[src/logic/iom_regs.vh]
// Constants for the bus-driven six-bit output multiplexer
`ifndef IOM_REGS_VH
`define IOM_REGS_VH

// Upper six bits of the slave address; the strap supplies the lowest bit
`define IOM_ADDR_HI         6'h26
// Command bytes
`define IOM_CMD_WRITE_WORDS 8'h00
`define IOM_CMD_SEL_HW      8'hF2
`define IOM_CMD_RD_INPUTS   8'hFF
// Commands F4..F7 select stored word 0..3 as output source
`define IOM_CMD_SEL_WORD_HI 6'h3D
// Read pointer codes: 0..3 stored words, 4 hardware inputs, 7 nothing
`define IOM_PTR_INPUTS      3'h4
`define IOM_PTR_NONE        3'h7
// Reset values
`define IOM_OUT_RESET       6'h00

`endif

[src/logic/iom_output_mux.v]
// Bus slave holding four retained words and driving six outputs from a source
//
// Summary of operation
// - Floating source pin at power-up: outputs follow hardware inputs.
// - Command 00 then four bytes store words 0, 1, 2, 3 in order.
// - Each retained word holds six bits, one per output line.
// - Command F2 connects the outputs to the hardware setting inputs.
// - A source chosen over the bus overrides the source-select pin.
// - Command FF then repeated-start read returns current hardware input levels.
// - Writes to the retained words are accepted while write-protect is low.
// - Retained words survive power-down and reset for later selection.
// - With hardware inputs selected, each output follows its input bit.
// - Without bus selection, the source pin picks stored word or inputs.
// - The address strap is compared with the lowest slave address bit.
module iom_output_mux (
	// Clock and reset
	input  wire       clk,
	input  wire       resetn,
	// Serial bus pins
	input  wire       scl_in,
	input  wire       sda_in,
	output reg        sda_out,
	output reg        sda_oe,
	// Straps and control pins
	input  wire       low_address_strap,
	input  wire       write_protect,
	input  wire       source_select_hw,
	// Hardware setting inputs and multiplexed outputs
	input  wire [5:0] hw_setting,
	output reg  [5:0] out_value
);

`include "iom_regs.vh"

	localparam ST_IDLE = 3'd0;
	localparam ST_RECV = 3'd1;
	localparam ST_ACK  = 3'd2;
	localparam ST_SEND = 3'd3;
	localparam ST_RACK = 3'd4;

	wire [9:0] pins_sync;
	wire       scl;
	wire       sda;
	wire       strap;
	wire       wp;
	wire       sel_pin;
	wire [5:0] hw_in;

	iom_sync #(
		.WIDTH(10)
	) u_sync (
		.clk      (clk),
		.resetn   (resetn),
		.async_in ({scl_in, sda_in, low_address_strap, write_protect,
			hw_setting}),
		.sync_out (pins_sync)
	);

	assign scl   = pins_sync[9];
	assign sda   = pins_sync[8];
	assign strap = pins_sync[7];
	assign wp    = pins_sync[6];
	assign hw_in = pins_sync[5:0];

	// The select pin only settles once, but it gets its own two-flop synchroniser instance
	iom_sync #(
		.WIDTH(1)
	) u_sel_sync (
		.clk      (clk),
		.resetn   (resetn),
		.async_in (source_select_hw),
		.sync_out (sel_pin)
	);

	reg       scl_prev;
	reg       sda_prev;
	reg [2:0] state;
	reg [3:0] bit_cnt;
	reg [7:0] shreg;
	reg [7:0] tx;
	reg       is_addr;
	reg       is_cmd;
	reg       rd_mode;
	reg       nack;
	reg [2:0] ptr;
	reg       sw_valid;
	reg       sw_hw;
	reg [1:0] sw_word;
	reg [5:0] nv_word [0:3];

	wire scl_rise = scl & ~scl_prev;
	wire scl_fall = ~scl & scl_prev;
	wire start_c  = scl & scl_prev & sda_prev & ~sda;
	wire stop_c   = scl & scl_prev & ~sda_prev & sda;

	// Byte returned on a read for a given pointer
	function [7:0] rd_byte;
		input [2:0] p;
		input [5:0] inputs;
		input [5:0] w0;
		input [5:0] w1;
		input [5:0] w2;
		input [5:0] w3;
		begin
			if (p == `IOM_PTR_INPUTS)
				rd_byte = {2'b00, inputs};
			else if (p == 3'd0)
				rd_byte = {2'b00, w0};
			else if (p == 3'd1)
				rd_byte = {2'b00, w1};
			else if (p == 3'd2)
				rd_byte = {2'b00, w2};
			else if (p == 3'd3)
				rd_byte = {2'b00, w3};
			else
				rd_byte = 8'hFF;
		end
	endfunction

	// Pointer after a word access; stops past the last word
	function [2:0] ptr_step;
		input [2:0] p;
		begin
			if (p[2])
				ptr_step = p;
			else if (p == 3'd3)
				ptr_step = `IOM_PTR_NONE;
			else
				ptr_step = p + 3'd1;
		end
	endfunction

	wire [7:0] cur_rd = rd_byte(ptr, hw_in, nv_word[0], nv_word[1],
		nv_word[2], nv_word[3]);
	wire       addr_hit = (shreg[7:1] == {`IOM_ADDR_HI, strap});
	wire       data_wr  = (state == ST_RECV) && scl_fall && bit_cnt == 4'd8 &&
		!is_addr && !is_cmd && !ptr[2];

	// Retained words carry no reset so their contents outlive any reset
	always @(posedge clk) begin
		if (data_wr && !wp) begin
			nv_word[ptr[1:0]] <= shreg[5:0];
		end
	end

	always @(posedge clk or negedge resetn) begin
		if (!resetn) begin
			scl_prev <= 1'b1;
			sda_prev <= 1'b1;
			state    <= ST_IDLE;
			bit_cnt  <= 4'h0;
			shreg    <= 8'h00;
			tx       <= 8'hFF;
			is_addr  <= 1'b0;
			is_cmd   <= 1'b0;
			rd_mode  <= 1'b0;
			nack     <= 1'b0;
			ptr      <= `IOM_PTR_NONE;
			sw_valid <= 1'b0;
			sw_hw    <= 1'b0;
			sw_word  <= 2'd0;
			sda_oe   <= 1'b0;
			sda_out  <= 1'b0;
		end else begin
			scl_prev <= scl;
			sda_prev <= sda;
			sda_out  <= 1'b0;
			if (start_c) begin
				// A repeated start keeps the pointer for the following read
				state   <= ST_RECV;
				bit_cnt <= 4'h0;
				is_addr <= 1'b1;
				is_cmd  <= 1'b0;
				sda_oe  <= 1'b0;
			end else if (stop_c) begin
				state  <= ST_IDLE;
				sda_oe <= 1'b0;
			end else begin
				case (state)
				ST_RECV: begin
					if (scl_rise && bit_cnt != 4'd8) begin
						shreg   <= {shreg[6:0], sda};
						bit_cnt <= bit_cnt + 4'd1;
					end else if (scl_fall && bit_cnt == 4'd8) begin
						state <= ST_ACK;
						if (is_addr) begin
							if (addr_hit) begin
								sda_oe  <= 1'b1;
								rd_mode <= shreg[0];
								is_addr <= 1'b0;
								is_cmd  <= ~shreg[0];
								tx      <= cur_rd;
							end else begin
								state <= ST_IDLE;
							end
						end else if (is_cmd) begin
							sda_oe <= 1'b1;
							is_cmd <= 1'b0;
							if (shreg == `IOM_CMD_SEL_HW) begin
								sw_valid <= 1'b1;
								sw_hw    <= 1'b1;
							end else if (shreg == `IOM_CMD_RD_INPUTS) begin
								ptr <= `IOM_PTR_INPUTS;
							end else if (shreg[7:2] == `IOM_CMD_SEL_WORD_HI) begin
								sw_valid <= 1'b1;
								sw_hw    <= 1'b0;
								sw_word  <= shreg[1:0];
							end else if ((shreg & 8'hFC) == `IOM_CMD_WRITE_WORDS) begin
								ptr <= {1'b0, shreg[1:0]};
							end else begin
								ptr <= `IOM_PTR_NONE;
							end
						end else begin
							// Protected writes are still acknowledged
							sda_oe <= 1'b1;
							ptr    <= ptr_step(ptr);
						end
					end
				end
				ST_ACK: begin
					if (scl_fall) begin
						bit_cnt <= 4'h0;
						if (rd_mode) begin
							state   <= ST_SEND;
							sda_oe  <= ~tx[7];
							tx      <= {tx[6:0], 1'b1};
							bit_cnt <= 4'd1;
							ptr     <= ptr_step(ptr);
						end else begin
							state  <= ST_RECV;
							sda_oe <= 1'b0;
						end
					end
				end
				ST_SEND: begin
					if (scl_fall) begin
						if (bit_cnt == 4'd8) begin
							state  <= ST_RACK;
							sda_oe <= 1'b0;
						end else begin
							sda_oe  <= ~tx[7];
							tx      <= {tx[6:0], 1'b1};
							bit_cnt <= bit_cnt + 4'd1;
						end
					end
				end
				ST_RACK: begin
					if (scl_rise) begin
						nack <= sda;
					end else if (scl_fall) begin
						if (nack) begin
							state <= ST_IDLE;
						end else begin
							state   <= ST_SEND;
							sda_oe  <= ~cur_rd[7];
							tx      <= {cur_rd[6:0], 1'b1};
							bit_cnt <= 4'd1;
							ptr     <= ptr_step(ptr);
						end
					end
				end
				default: begin
					sda_oe <= 1'b0;
				end
				endcase
			end
		end
	end

	// Output source: bus choice first, then the select pin
	reg [5:0] next_out;
	always @* begin
		if (sw_valid && sw_hw)
			next_out = hw_in;
		else if (sw_valid)
			next_out = nv_word[sw_word];
		else if (sel_pin)
			next_out = hw_in;
		else
			next_out = nv_word[0];
	end

	always @(posedge clk or negedge resetn) begin
		if (!resetn)
			out_value <= `IOM_OUT_RESET;
		else
			out_value <= next_out;
	end

endmodule

[src/logic/iom_sync.v]
// Two-flop synchroniser for a group of asynchronous inputs
module iom_sync #(
	parameter WIDTH = 1
) (
	// Clock and reset
	input  wire             clk,
	input  wire             resetn,
	// Asynchronous inputs and their synchronised copies
	input  wire [WIDTH-1:0] async_in,
	output reg  [WIDTH-1:0] sync_out
);

	reg [WIDTH-1:0] stage1;

	// First stage feeds only the second stage
	always @(posedge clk or negedge resetn) begin
		if (!resetn) begin
			stage1   <= {WIDTH{1'b1}};
			sync_out <= {WIDTH{1'b1}};
		end else begin
			stage1   <= async_in;
			sync_out <= stage1;
		end
	end

endmodule

[config.mk]
export PLATFORM = sky130hd
export DESIGN_NAME = iom_output_mux
export DESIGN_NICKNAME = d
export VERILOG_FILES = /design/src/logic/iom_output_mux.v /design/src/logic/iom_sync.v
export VERILOG_INCLUDE_DIRS = /design/src /design/src/logic
export SDC_FILE = /design/constraint.sdc
export NUM_CORES = 1
export LEC_CHECK = 0
export ABC_AREA = 1
export BUFFER_PORTS_ARGS = -buffer_cell sky130_fd_sc_hd__buf_2
export CORE_UTILIZATION = 25
export CTS_BUF_LIST = sky130_fd_sc_hd__clkbuf_4 sky130_fd_sc_hd__clkbuf_8
export CTS_CLUSTER_DIAMETER = 60
export CTS_CLUSTER_SIZE = 30
export DETAILED_ROUTE_END_ITERATION = 16
export HOLD_SLACK_MARGIN = 0.03
export PLACE_DENSITY_LB_ADDON = 0.3
export SLEW_MARGIN = 10
export SYNTH_ARGS = -nofsm -noshare
export SYNTH_HDL_FRONTEND = slang
export SYNTH_HIERARCHICAL = 1
export SYNTH_SLANG_ARGS = --single-unit
[constraint.sdc]
create_clock -name clk -period 1.6 [get_ports clk]
set_input_delay 0.08 -clock clk [delete_from_list [all_inputs] [get_ports clk]]
set_output_delay 0.08 -clock clk [all_outputs]
set_load 0.1 [all_outputs]
# After elaboration in Yosys (flattened, before gate mapping)
# Memories as Yosys holds them, arrays and structs flattened.
# Index checks and enable logic that the tools add are counted.
classes:
  add_sub_neg: 2
  n_eq_ne: 48
  mux: 97
  bitwise: 20
  n_reduce_logical: 34
ops:
  columns: ["operator", "n"]
  rows:
  - ["$mux W8", 16]
  - ["$mux W3", 24]
  - ["$mux W1", 36]
  - ["$mux W4", 9]
  - ["$ne A4 B4 Y1 const B", 9]
  - ["$pmux W8 S4", 1]
  - ["$ne A2 B2 Y1 const B", 14]
  - ["$ne A3 B3 Y1 const B", 7]
  - ["$mux W6", 3]
  - ["$reduce_and A9 Y1", 2]
  - ["$eq A8 B8 Y1 const B", 2]
  - ["$pmux W4 S4", 1]
  - ["$reduce_and A8 Y1", 2]
  - ["$reduce_and A14 Y1", 1]
  - ["$not A1 Y1", 13]
  - ["$reduce_and A13 Y1", 1]
  - ["$eq A3 B2 Y1 const B", 4]
  - ["$pmux W3 S4", 1]
  - ["$reduce_and A4 Y1", 3]
  - ["$reduce_and A10 Y1", 1]
  - ["$logic_and A1 B1 Y1", 9]
  - ["$pmux W3 S3", 1]
  - ["$logic_not A8 Y1", 1]
  - ["$mux W2", 4]
  - ["23 further kinds", 36]
totals:
  register_bits: 65
  mem_bits_rw: 24
  in_bits: 13
  output_inout_bits: 8
  elab_cells: 222
  mem_count: 1
memory_table:
  columns: ["memory", "words", "word_bits", "rd", "rd_ports_with_merged_regs", "write_ports", "line_no", "text"]
  rows:
  - ["nv_word", 4, 6, 5, 0, 1, "iom_output_mux.v:89", "reg [5:0] nv_word [0:3];"]

# Logic depth before layout (Yosys ltp)
# Gate-level depths: netlist of run 1.
depth:
  word_depth: 13
  mapped_depth: 13
  ltp_nobuf: 13

# Modules after synthesis
# Netlist of run 1, hierarchy kept.
modules_own_cells:
  columns: ["module", "instances", "cells_per_inst", "area_each_um2"]
  rows:
  - ["iom_output_mux", 1, 515, 3844.9]
  - ["iom_sync at u_sync", 1, 20, 525.5]
  - ["iom_sync at u_sel_sync", 1, 2, 52.6]

# Worst setup path before layout of run 1
# No wires, ideal clock.
synth_timing:
  kind: "flip-flop to flip-flop"
  startpoint: "reg state[2]"
  endpoint: "mem nv_word[3][0], enable pin"
  setup_ns: 0.350
  arrival_ns: 1.379
  t_required_ns: 1.250
  path_slack_ns: -0.128
  path_stages_with_launch: 8
  n_path_buf: 0
  synth_period_minus_slack_ns: 1.728
  cell_sequence: "dfrtp_1 -> inv_2 -> nand3_4 -> inv_2 -> nand2_1 -> nor4_1 -> nand2_1 -> nor2_1"
synth_via:
  elab_chain_cells: 9
synth_lines:
  columns: ["item", "line_no", "text"]
  rows:
  - ["start, declared", "iom_output_mux.v:77", "reg [2:0] state;"]
  - ["start signal, assigned", "iom_output_mux.v:150", "state <= ST_IDLE;"]
  - ["start signal, assigned", "iom_output_mux.v:170", "state <= ST_RECV;"]
  - ["start signal, assigned", "iom_output_mux.v:176", "state <= ST_IDLE;"]
  - ["$eq A3 B1 Y1", "iom_output_mux.v:136", "wire data_wr = (state == ST_RECV) && scl_fall && bit_cnt == 4'd8 &&"]
  - ["$logic_and A1 B1 Y1 (3 in a row)", "iom_output_mux.v:136", null]
  - ["$logic_and A1 B1 Y1 (2 in a row)", "iom_output_mux.v:137", "!is_addr && !is_cmd && !ptr[2];"]
  - ["$logic_and A1 B1 Y1", "iom_output_mux.v:141", "if (data_wr && !wp) begin"]
  - ["$mux W1", "iom_output_mux.v:141", null]
  - ["$mux W1 (not written as such)", "iom_output_mux.v:142", "nv_word[ptr[1:0]] <= shreg[5:0];"]
  - ["end, declared", "iom_output_mux.v:89", null]
# No other way between the ends.

# Final worst setup path of run 1
layout_timing:
  startpoint: "reg ptr[0]"
  endpoint: "reg tx[1]"
layout_via:
  elab_chain_cells: 11
layout_lines:
  columns: ["item", "line_no", "text"]
  rows:
  - ["start, declared", "iom_output_mux.v:85", "reg [2:0] ptr;"]
  - ["start signal, assigned", "iom_output_mux.v:158", "ptr <= `IOM_PTR_NONE;"]
  - ["start signal, assigned", "iom_output_mux.v:203", "ptr <= `IOM_PTR_INPUTS;"]
  - ["start signal, assigned", "iom_output_mux.v:209", "ptr <= {1'b0, shreg[1:0]};"]
  - ["$eq A3 B2 Y1", "iom_output_mux.v:113", "else if (p == 3'd3)"]
  - ["$mux W8", "iom_output_mux.v:113", null]
  - ["$mux W8", "iom_output_mux.v:111", "else if (p == 3'd2)"]
  - ["$mux W8", "iom_output_mux.v:109", "else if (p == 3'd1)"]
  - ["$mux W8", "iom_output_mux.v:107", "else if (p == 3'd0)"]
  - ["$mux W8 (*)", "iom_output_mux.v:105", "if (p == `IOM_PTR_INPUTS)"]
  - ["$mux W8", "iom_output_mux.v:187", "if (addr_hit) begin"]
  - ["$mux W8", "iom_output_mux.v:186", "if (is_addr) begin"]
  - ["$mux W8", "iom_output_mux.v:184", "end else if (scl_fall && bit_cnt == 4'd8) begin"]
  - ["$mux W8", "iom_output_mux.v:181", "if (scl_rise && bit_cnt != 4'd8) begin"]
  - ["$pmux W8 S4 (*)", "iom_output_mux.v:179", "case (state)"]
  - ["end signal, assigned", "iom_output_mux.v:192", "tx <= cur_rd;"]
  - ["end signal, assigned", "iom_output_mux.v:226", "tx <= {tx[6:0], 1'b1};"]
  - ["end signal, assigned", "iom_output_mux.v:242", "tx <= {tx[6:0], 1'b1};"]
  - ["end, declared", "iom_output_mux.v:80", "reg [7:0] tx;"]
# Every way passes the cells marked *; elsewhere a longest branch is shown, timed or not. The select of a mux whose other input is x is not followed.
# A chain may end at the register's enable or synchronous reset.

==> impl_metrics.ini, run 1 <==
[logic_synthesis]
async_reset_ff_share_pct = 73.0
synth_area_um2 = 4420
ys_top_cells_by_area = dfstp_2 21%, dfrtp_1 17%, edfxtp_1 16%
synth_top_area_cell = dfstp_2
synth_cells = 537
yosys.cell_types.count = 31
ys_warn_count = 6
synth_common_cells = 175 x nand2_1, 63 x inv_1, 46 x o21ai_0, 43 x nor2_1, 38 x nand3_1
syn_area_per_cell_um2 = 8.24
synth-edff-count = 24
synth-seq-cells = 89
synth_most_common_cell = nand2_1
post-synth-top-area-fraction_pct = 20.8
synthFlopType = dfstp_2
ys_seq_area_share_pct = 54.1
syn_nets = 556

[outcome]
status = complete, but fails checks
violations = negative setup slack

[clock_network]
cts_tree = yes
cts_sinks = 89
htree_levels = 3
clockBufferDepth = 2
worstSkewPairLatency_ns = 0.39
cts.clk_slew.worst_paths_ns = 0.10
root_buffer = clkbuf_8
cts_buffers = 9

[setup_path]
critPathCaptureType = flop
cp_slowest_cell = dfstp_2
crit_type = flop to flop
crit_arrival_ns = 2.00
startpoint_type = flop
timing.critical_path.slowest_cell_delay_ns = 0.60
crit_buf_inv = 2
cp_max_fo = 6
cp.required_ns = 1.93
cpMostUsedCell = nand2_1
crit_family = simple AND/OR/NAND/NOR gates
path_cells = inv_4 -> ha_4 -> buf_6 -> nor2_2 -> nand2_1 -> nand2_1 -> nand2_1 -> nand2_1 -> nand2_1 -> nand2_1 -> nand3_1 -> nand2_1 -> nand2_1

[placed_design]
placedCellCount = 832
numPortBuffers = 19
place.gp.congestion = 0.848
hpwlAfterDp_um = 8180
post-place-ws_ns = -0.187

[timing]
fin_crit_sh_pct = 104
grt_setup_unrepaired = true
setup_viol = 9
drv_slew = 0
finalHoldViolations = 0
timing.hold.ws_ns = 0.240
period_minus_slack_ns = 1.67
fmax_ghz = 0.599
tightest_slew_ns = 0.634
fin_skew_ns = 0.0129
setup_ws_ns = -0.0684
max-slew-margin-rel_pct = 57.3

[power_and_ir_drop]
finalPower_mw = 9.57
ir_drop_uv = 788
leakagePower_nw = 2.83
p_per_area_nw_per_um2 = 1560

[route]
wirelength_um = 11400
drc = 0
wl_per_cell_um = 13.0
first_iter_violations = 202
met1_length_um = 5150
first_pass_iters = 5
dr.max_layer_used = met4
vias = 3869
viasPerCell = 4.41
postRouteAntennaNets = 0
wl_met3_um = 396
dr_wl_met2_um = 5640

[job]
maxCapViolations = 0

[finish]
layoutNonFillerInstCount = 877
nNetsFinal = 666
num_antenna_cells = 0
area_growth_pct = 39.0
drive_gt1_share_pct = 38.0

[grt]
grt_max_degree = 66
grt_pass1_vias = 3724
grt-ovfl-total = 0
antenna_found_initial = 0
grt_use_total_pct = 13.0
grt_pass1_wl_um = 18000

[die]
core.rowCount = 48
core-area_um2 = 17300
die_h_um = 135
io_pins = 21
die_area_um2 = 18200
initial_core_util_pct = 25.6
die-width_um = 135

[hold_path]
hold_class = input pin to async pin
==> worst min-delay path: stages <==
cell           delay (ns)
dlygate4sd3_1        0.52
buf_2                0.12
buf_12               0.30
==> final cells by class <==
class	instances	area, um^2
multi-input combinational	371	2160
inverter	70	278
sequential	89	2390
clock buffer	10	131
fill	1764	11200
timing repair buffer	105	827
clock inverter	6	72.6
timing repair inverter	1	7.51
tap	225	282
==> final timing paths <==
check                                  from                  to  slack, ns  cells after the start
setup / recovery                     ptr[0]               tx[1]      -0.07                     13
min in group clk              hw_setting[5]    u_sync/stage1[5]       0.33                      2
setup reg to reg                     ptr[0]               tx[1]      -0.07                     13
hold reg to reg            u_sync/stage1[8]  u_sync/sync_out[8]       0.36                      0
max in group asynchronous            resetn               tx[0]       1.04                      3
hold / removal                       resetn          sw_word[0]       0.24                      3
==> where the power goes <==
| part | internal, mW | switching [mW] |
|---|---|---|
| Combinational | 1.96 | 2.90 |
| Sequential | 2.80 | 0.251 |
| Clock | 0.762 | 0.892 |
| Total | 5.52 | 4.05 |
==> per-stage QoR <==
| stage | utilization (%) | TNS, ns | instance area (um^2) |
|---|---|---|---|
| final | 35.5 | -0.405 | 6150 |
| after global routing | 35.5 | -2.91 | 6150 |
| after global placement | 30.5 | -4.26 | 5270 |
| after floorplan | - | -0.230 | 4480 |
| after CTS | 33.3 | -0.321 | 5760 |
| after detailed placement | 30.5 | -5.25 | 5270 |
==> routing by layer <==
layer	track usage [%]	vias to the layer above
li1	-	1954
met1	15.8	1817
met2	21.7	80
met3	3.23	18
met4	5.68	0
met5	0	-
==> flip-flops by register name, summed over array words and instances, names as in the netlist <==
name and cells:
rd_mode 1, sda_oe 1, u_sel_sync/stage1 1, ptr 3, scl_prev 1, shreg 8
is_addr 1, tx 8, nv_word 24, u_sel_sync/sync_out 1, sw_word 2, sw_valid 1
out_value 6, is_cmd 1, state 3, sw_hw 1, sda_prev 1, bit_cnt 4
u_sync/sync_out 10, nack 1, u_sync/stage1 10
==> cell usage in the layout (no fill, tap or decap), types with 5 or more instances in the layout <==
cell type / n
a21oi_1: 17
buf_2: 19
buf_4: 66
buf_6: 5
clkbuf_8: 9
dfrtp_1: 30
dfstp_2: 35
dlygate4sd3_1: 12
edfxtp_1: 24
ha_4: 5
inv_1: 51
inv_2: 14
nand2_1: 144
nand2_2: 26
nand2_4: 12
nand3_1: 32
nand3_2: 8
nor2_1: 24
nor2_2: 8
nor2_4: 14
o21ai_0: 37
o21ai_1: 11
o221ai_1: 5
o22ai_1: 5
==> cells by family after synthesis <==
group	after synthesis	share of synthesized area, %
buffers and inverters	78	6.76
AND/OR/NAND/NOR	279	27.0
adder cells (fa/ha/maj)	6	1.70
XOR/XNOR	2	0.396
AO/OA/AOI/OAI	82	10.0
flip-flops	89	54.1
other	1	0.0848
==> timing repair <==
item | in CTS | in global routing
hold endpoints to repair | 76 | 0
pin swaps | 20 | 32
endpoints found under the setup margin | 47 | 54
hold buffers | 12 | 0
setup buffers | 4 | 11
gates cloned | 0 | 2
resized for setup | 38 | 85
Power figures use the tool's default switching activity.
==> inputs of run 2 (changes only) <==
--- a/config.mk
+++ b/config.mk
@@ -8,6 +8,7 @@
 export LEC_CHECK = 0
 export ABC_AREA = 1
 export BUFFER_PORTS_ARGS = -buffer_cell sky130_fd_sc_hd__buf_2
+export CORE_MARGIN = 3
 export CORE_UTILIZATION = 25
 export CTS_BUF_LIST = sky130_fd_sc_hd__clkbuf_4 sky130_fd_sc_hd__clkbuf_8
 export CTS_CLUSTER_DIAMETER = 60
==> run 2 against run 1 <==
The run still ends with negative setup slack left. Die area rose by 6.0%. Worst hold slack worse by 0.040 ns. Fmax decreased by 1.8%. Non-clock buffer count up 11. Clock power is 8% lower. Via count grew 1.3%. Sequential share of layout area down 0.42 points. Largest cell class unchanged.
==> impl_metrics.ini, run 2 (synthesis gave the netlist of run 1 again) <==
[outcome]
status = complete, but fails checks
violations = negative setup slack

[die]
die-width_um = 139
core-area_um2 = 17300
initial_core_util_pct = 25.6
die_area_um2 = 19300
core.rowCount = 48
io_pins = 21
die_h_um = 139

[finish]
fillCellCount = 1780
final_cell_mix = 137 x nand2_1, 74 x buf_4, 51 x inv_1
layoutNonFillerInstCount = 888
largest_reg_flops = 24
nNetsFinal = 677
fin_area_um2 = 6210
num_antenna_cells = 0
drive_gt1_share_pct = 41.0
area_growth_pct = 40.5
final_common_cell = nand2_1

[clock_network]
cts_sinks = 89
cts_buffers = 9
root_buffer = clkbuf_8
htree_levels = 3
cts.clk_slew.worst_paths_ns = 0.10
cts_tree = yes
worstSkewPairLatency_ns = 0.39
clockBufferDepth = 2

[power_and_ir_drop]
switchingPower_mw = 4.09
leakagePower_nw = 2.90
p_seq_share_pct = 32.1
swShare_pct = 43.2
finalPower_mw = 9.47
p_per_area_nw_per_um2 = 1520
clkPwrFrac_pct = 16.0
ir_drop_uv = 705
comb_power_share_pct = 52.0
internal_power_mw = 5.38

[setup_path]
crit_buf_inv = 2
cp.required_ns = 1.88
critPathCaptureType = flop
crit_type = flop to flop
crit_family = simple AND/OR/NAND/NOR gates
cp_max_fo = 2
cpMostUsedCell = nand3_1
crit_arrival_ns = 1.98
reg2reg_to = sda_oe
rr_worst_depth = 9
timing.critical_path.slowest_cell_delay_ns = 0.56
r2r-start = scl_prev
startpoint_type = flop
cp_slowest_cell = dfstp_2
path_cells = buf_6 -> nand2_4 -> buf_4 -> nor3_2 -> nor2_4 -> nand3_1 -> nand3_1 -> nand2_1 -> o21ai_0
reg2reg_slack_ns = -0.1

[grt]
antenna_found_initial = 0
grt_max_degree = 31
grt_pass1_vias = 3944
grt_pass1_wl_um = 19400
grt_use_total_pct = 12.4
grt-ovfl-total = 0

[placed_design]
post_dp_cell_area_um2 = 5330
numPortBuffers = 19
hpwlAfterDp_um = 8600
place.gp.congestion = 0.868
post-place-ws_ns = -0.191
placedCellCount = 839

[route]
viasPerCell = 4.41
first_iter_violations = 269
drc = 0
first_pass_iters = 5
vias = 3920
wirelength_um = 11900
wl_per_cell_um = 13.4
postRouteAntennaNets = 0

[hold_path]
hold_class = input pin to async pin

[job]
maxCapViolations = 0

[timing]
fin_skew_ns = 0.0144
tightest_slew_ns = 0.609
setup_ws_ns = -0.0995
grt_setup_unrepaired = true
max-slew-margin-rel_pct = 59.0
fmax_ghz = 0.588
fin_crit_sh_pct = 106
setup_viol = 10
setup_tns_ns = -0.494
drv_slew = 0
finalHoldViolations = 0
period_minus_slack_ns = 1.70
==> run 2: cell types whose count changed in the layout (fill, tap and decap cells not counted), moves of 2 or more <==
cell / before / now
nand3_1: 32 / 29
nand2_1: 144 / 137
nand2_2: 26 / 36
nand3_2: 8 / 12
nor2_1: 24 / 20
nor2_4: 14 / 16
buf_6: 5 / 9
nor2_2: 8 / 10
clkinvlp_4: 4 / 1
buf_4: 66 / 74
==> run 2: worst register-to-register path, stage by stage (launching register included) <==
cell and delay (ns):
dfstp_2 0.56, buf_6 0.10, nand2_4 0.04, buf_4 0.13, nor3_2 0.29, nor2_4 0.07, nand3_1 0.12, nand3_1 0.13
nand2_1 0.08, o21ai_0 0.07
==> run 2: area by class of cell <==
type                            instances  area, um^2  share of cell area (%)
Clock inverter                          7        58.8                   0.946
Clock buffer                            9         124                    1.99
Inverter                               70         274                    4.41
Timing Repair Buffer                  116         912                    14.7
Sequential cell                        89        2390                    38.5
Multi-Input combinational cell        372        2170                    35.0
Tap cell                              225         282                    4.53
==> run 2: power groups by stage <==
| stage | Clock [mW] | Combinational (mW) | Sequential [mW] |
|---|---|---|---|
| 2_1_floorplan | 0 | 2.45 | 3.19 |
| 3_3_place_gp | 0 | 3.93 | 3.04 |
| 3_5_place_dp | 0 | 3.96 | 3.05 |
| 4_1_cts | 1.59 | 4.28 | 3.03 |
| 5_1_grt | 1.67 | 5.54 | 3.08 |
| 6_report | 1.51 | 4.92 | 3.04 |
==> run 2: what timing repair did <==
action / CTS / global route
setup endpoints to repair: 48 / 49
setup buffers: 5 / 14
gates resized for setup: 39 / 99
endpoints found under the hold margin: 28 / 0
cloned: 2 / 0
pin swaps: 30 / 48
hold buffers: 12 / 0
==> run 2: per-layer routing <==
metal	wire [um]	global-route usage, %
met1	5320	15.9
met2	5910	20.7
met3	407	3.21
met4	240	4.02
met5	0	0
==> run 2: metrics by stage <==
stage / util (%) / hold WS, ns
6_report: 35.9 / 0.200
5_1_grt: 35.9 / 0.211
4_1_cts: 33.5 / 0.204
3_5_place_dp: 30.8 / 0.0971
3_3_place_gp: 30.8 / 0.0915
2_1_floorplan: - / -0.216
==> run 2: worst max path at each step <==
| stage | slack (ns) | cells past startpoint | from | end |
|---|---|---|---|---|
| final | -0.1 | 9 | scl_prev | sda_oe |
| after global routing | -0.22 | 8 | scl_prev | sda_oe |
| after global placement | -0.19 | 12 | ptr[1] | tx[4] |
| after detailed placement | -0.19 | 11 | ptr[0] | tx[6] |
| after floorplan | -0.02 | 7 | state[2] | nv_word[0][0] |
| after CTS | -0.1 | 14 | ptr[0] | tx[3] |
==> inputs of run 3 (changes only) <==
--- a/config.mk
+++ b/config.mk
@@ -6,7 +6,7 @@
 export SDC_FILE = /design/constraint.sdc
 export NUM_CORES = 1
 export LEC_CHECK = 0
-export ABC_AREA = 1
+export ABC_AREA = 0
 export BUFFER_PORTS_ARGS = -buffer_cell sky130_fd_sc_hd__buf_2
 export CORE_MARGIN = 3
 export CORE_UTILIZATION = 25
@@ -15,6 +15,7 @@
 export CTS_CLUSTER_SIZE = 30
 export DETAILED_ROUTE_END_ITERATION = 16
 export HOLD_SLACK_MARGIN = 0.03
+export MAX_ROUTING_LAYER = met4
 export PLACE_DENSITY_LB_ADDON = 0.3
 export SLEW_MARGIN = 10
 export SYNTH_ARGS = -nofsm -noshare
==> run 3 against run 2 <==
The run still ends with negative setup slack left. Clock skew about the same. Worst hold slack improved by 0.036 ns. First-iteration DRC count down 17%. Area after synthesis down 0.57%. Fmax down 21%. Largest cell class unchanged.
==> impl_metrics.ini, run 3 <==
[outcome]
status = complete, but fails checks
violations = negative setup slack

[timing]
fmax_ghz = 0.466
fin_skew_ns = 0.0145
setup_tns_ns = -19.36
drv_slew = 0
fin_crit_sh_pct = 134
period_minus_slack_ns = 2.14
setup_ws_ns = -0.544
grt_setup_unrepaired = true
max-slew-margin-rel_pct = 64.0
setup_viol = 56
tightest_slew_ns = 0.533
finalHoldViolations = 0

[die]
die-width_um = 139
die_h_um = 139
die_area_um2 = 19200
io_pins = 21
core-area_um2 = 16900
initial_core_util_pct = 26.1
core.rowCount = 47

[placed_design]
placedCellCount = 684
hpwlAfterDp_um = 8420
numPortBuffers = 19
post_dp_cell_area_um2 = 5420
place.gp.congestion = 0.911

[grt]
grt_pass1_wl_um = 19700
met1_usage_pct = 17.0
grt-ovfl-total = 0
grt_max_degree = 66
grt_pass1_vias = 3640
antenna_found_initial = 0
use_met3_pct = 2.76
met2_usage_pct = 20.4
busiest_layer = met2
grt_use_total_pct = 13.1

[power_and_ir_drop]
ir_drop_uv = 578
p_per_area_nw_per_um2 = 1620
finalPower_mw = 10.7
leakagePower_nw = 2.65

[logic_synthesis]
ys_seq_area_share_pct = 54.4
syn_nets = 397
synth-edff-count = 24
synth_area_um2 = 4400
ys_top_cells_by_area = dfstp_2 21%, dfrtp_1 17%, edfxtp_1 16%
ys_warn_count = 6
yosys.cell_types.count = 69
syn_area_per_cell_um2 = 11.6
post-synth-top-area-fraction_pct = 20.9
synth_cells = 378
synth_most_common_cell = dfstp_2
synth_top_area_cell = dfstp_2
async_reset_ff_share_pct = 73.0
synth_common_cells = 35 x dfstp_2, 30 x dfrtp_1, 30 x nand2_1, 24 x edfxtp_1, 22 x nor2b_1
synth-seq-cells = 89
synthFlopType = dfstp_2

[route]
wirelength_um = 12600
first_iter_violations = 224
vias = 3637
first_pass_iters = 4
drc = 0
viasPerCell = 4.88
wl_per_cell_um = 16.9
postRouteAntennaNets = 0

[setup_path]
critPathCaptureType = flop
cp.required_ns = 1.90
cp_slowest_cell = dfstp_2
startpoint_type = flop
cp_max_fo = 8
path_cells = and4b_2 -> nor4_4 -> nand4_2 -> a211oi_4 -> buf_12 -> mux2_4
timing.critical_path.slowest_cell_delay_ns = 0.56
crit_type = flop to flop
crit_arrival_ns = 2.44

[finish]
final_cell_mix = 87 x buf_4, 35 x dfstp_2, 29 x dfrtp_1, 29 x buf_6, 24 x edfxtp_1
multi_input_comb_area_um2 = 2390
seq_area_um2 = 2390
utilization_pct = 39.2
fillCellCount = 1559
fin_area_um2 = 6610
drive_gt1_share_pct = 56.1
largest_reg_flops = 24
num_antenna_cells = 0
nNetsFinal = 540
layoutNonFillerInstCount = 746
final_common_cell = buf_4
area_growth_pct = 50.3

[clock_network]
cts_buffers = 9
cts_tree = yes
htree_levels = 3
cts_sinks = 89
cts.clk_slew.worst_paths_ns = 0.09
worstSkewPairLatency_ns = 0.37
root_buffer = clkbuf_8
clockBufferDepth = 2

[hold_path]
hold_class = input pin to async pin

[job]
maxCapViolations = 0
-- run 3: cell count changes after synthesis, sizes merged, moves of 7 or more --
cell    previous run  this run
nand2            182        30
inv               70        11
nand3             42         6
o21ai             49        17
nor2              46        19
nor2b              0        22
mux2               0        16
nor3b              0        11
clkbuf             5        14
mux2i              0         9
a211oi             0         7
a32oi              0         7
-- run 3: power by group --
| part | leakage [nW] | internal (mW) | total [mW] | switching, mW |
|---|---|---|---|---|
| logic | 1.58 | 2.99 | 5.72 | 2.73 |
| clock network | 0.110 | 0.897 | 1.79 | 0.890 |
| registers | 0.966 | 2.88 | 3.17 | 0.291 |
-- run 3: what timing repair did --
action,4_1_cts,5_1_grt
cloned,1,0
endpoints found under the setup margin,57,63
endpoints found under the hold margin,73,0
hold buffers,12,0
setup buffers,15,23
gates resized for setup,79,57
pin swaps,26,33
-- run 3: final timing paths --
kind                            slack, ns                  to  cells past startpoint             start
worst max-delay path                -0.54               tx[1]                      6          sda_prev
worst min-delay path                 0.24        out_value[0]                      3            resetn
worst max register to register      -0.54               tx[1]                      6          sda_prev
worst min register to register       0.36  u_sync/sync_out[7]                      0  u_sync/stage1[7]
max in group asynchronous            1.00    u_sync/stage1[9]                      3            resetn
min in group clk                     0.34    u_sync/stage1[6]                      2     write_protect
-- run 3: layer usage --
metal | vias up | share of wire, %
met5 | - | 0
met4 | 0 | 2.9
met3 | 31 | 3.4
met2 | 73 | 47
met1 | 1841 | 46
li1 | 1692 | -
-- run 3: kinds of logic after synthesis --
kind of cell | Yosys count | synth area share [%]
AND/OR/NAND/NOR | 129 | 17.1
flip-flops | 89 | 54.4
AO/OA/AOI/OAI | 88 | 14.0
multiplexers | 31 | 9.22
buffers and inverters | 31 | 2.96
adder cells (fa/ha/maj) | 6 | 1.71
XOR/XNOR | 3 | 0.598
other | 1 | 0.0853
-- run 3: layout make-up --
cell class / count / share of cell area, %
Tap cell: 220 / 4.16
Sequential cell: 89 / 36.2
Timing Repair Buffer: 152 / 19.4
Inverter: 11 / 0.663
Clock buffer: 9 / 1.87
Clock inverter: 7 / 1.51
Multi-Input combinational cell: 258 / 36.2
-- run 3: per-stage QoR --
stage	hold WS [ns]	setup WS (ns)
2_1_floorplan	-0.216	-0.556
3_3_place_gp	0.123	-0.504
3_5_place_dp	0.131	-0.565
4_1_cts	0.258	-0.569
5_1_grt	0.271	-0.653
6_report	0.235	-0.544
-- run 3: critical path: cells and delay by family, from the launching register on --
kind | cells | cell delay (ns)
AO/OA/AOI/OAI | 1 | 0.27
flip-flops | 1 | 0.56
multiplexers | 1 | 0.30
buffers and inverters | 1 | 0.17
AND/OR/NAND/NOR | 3 | 0.77
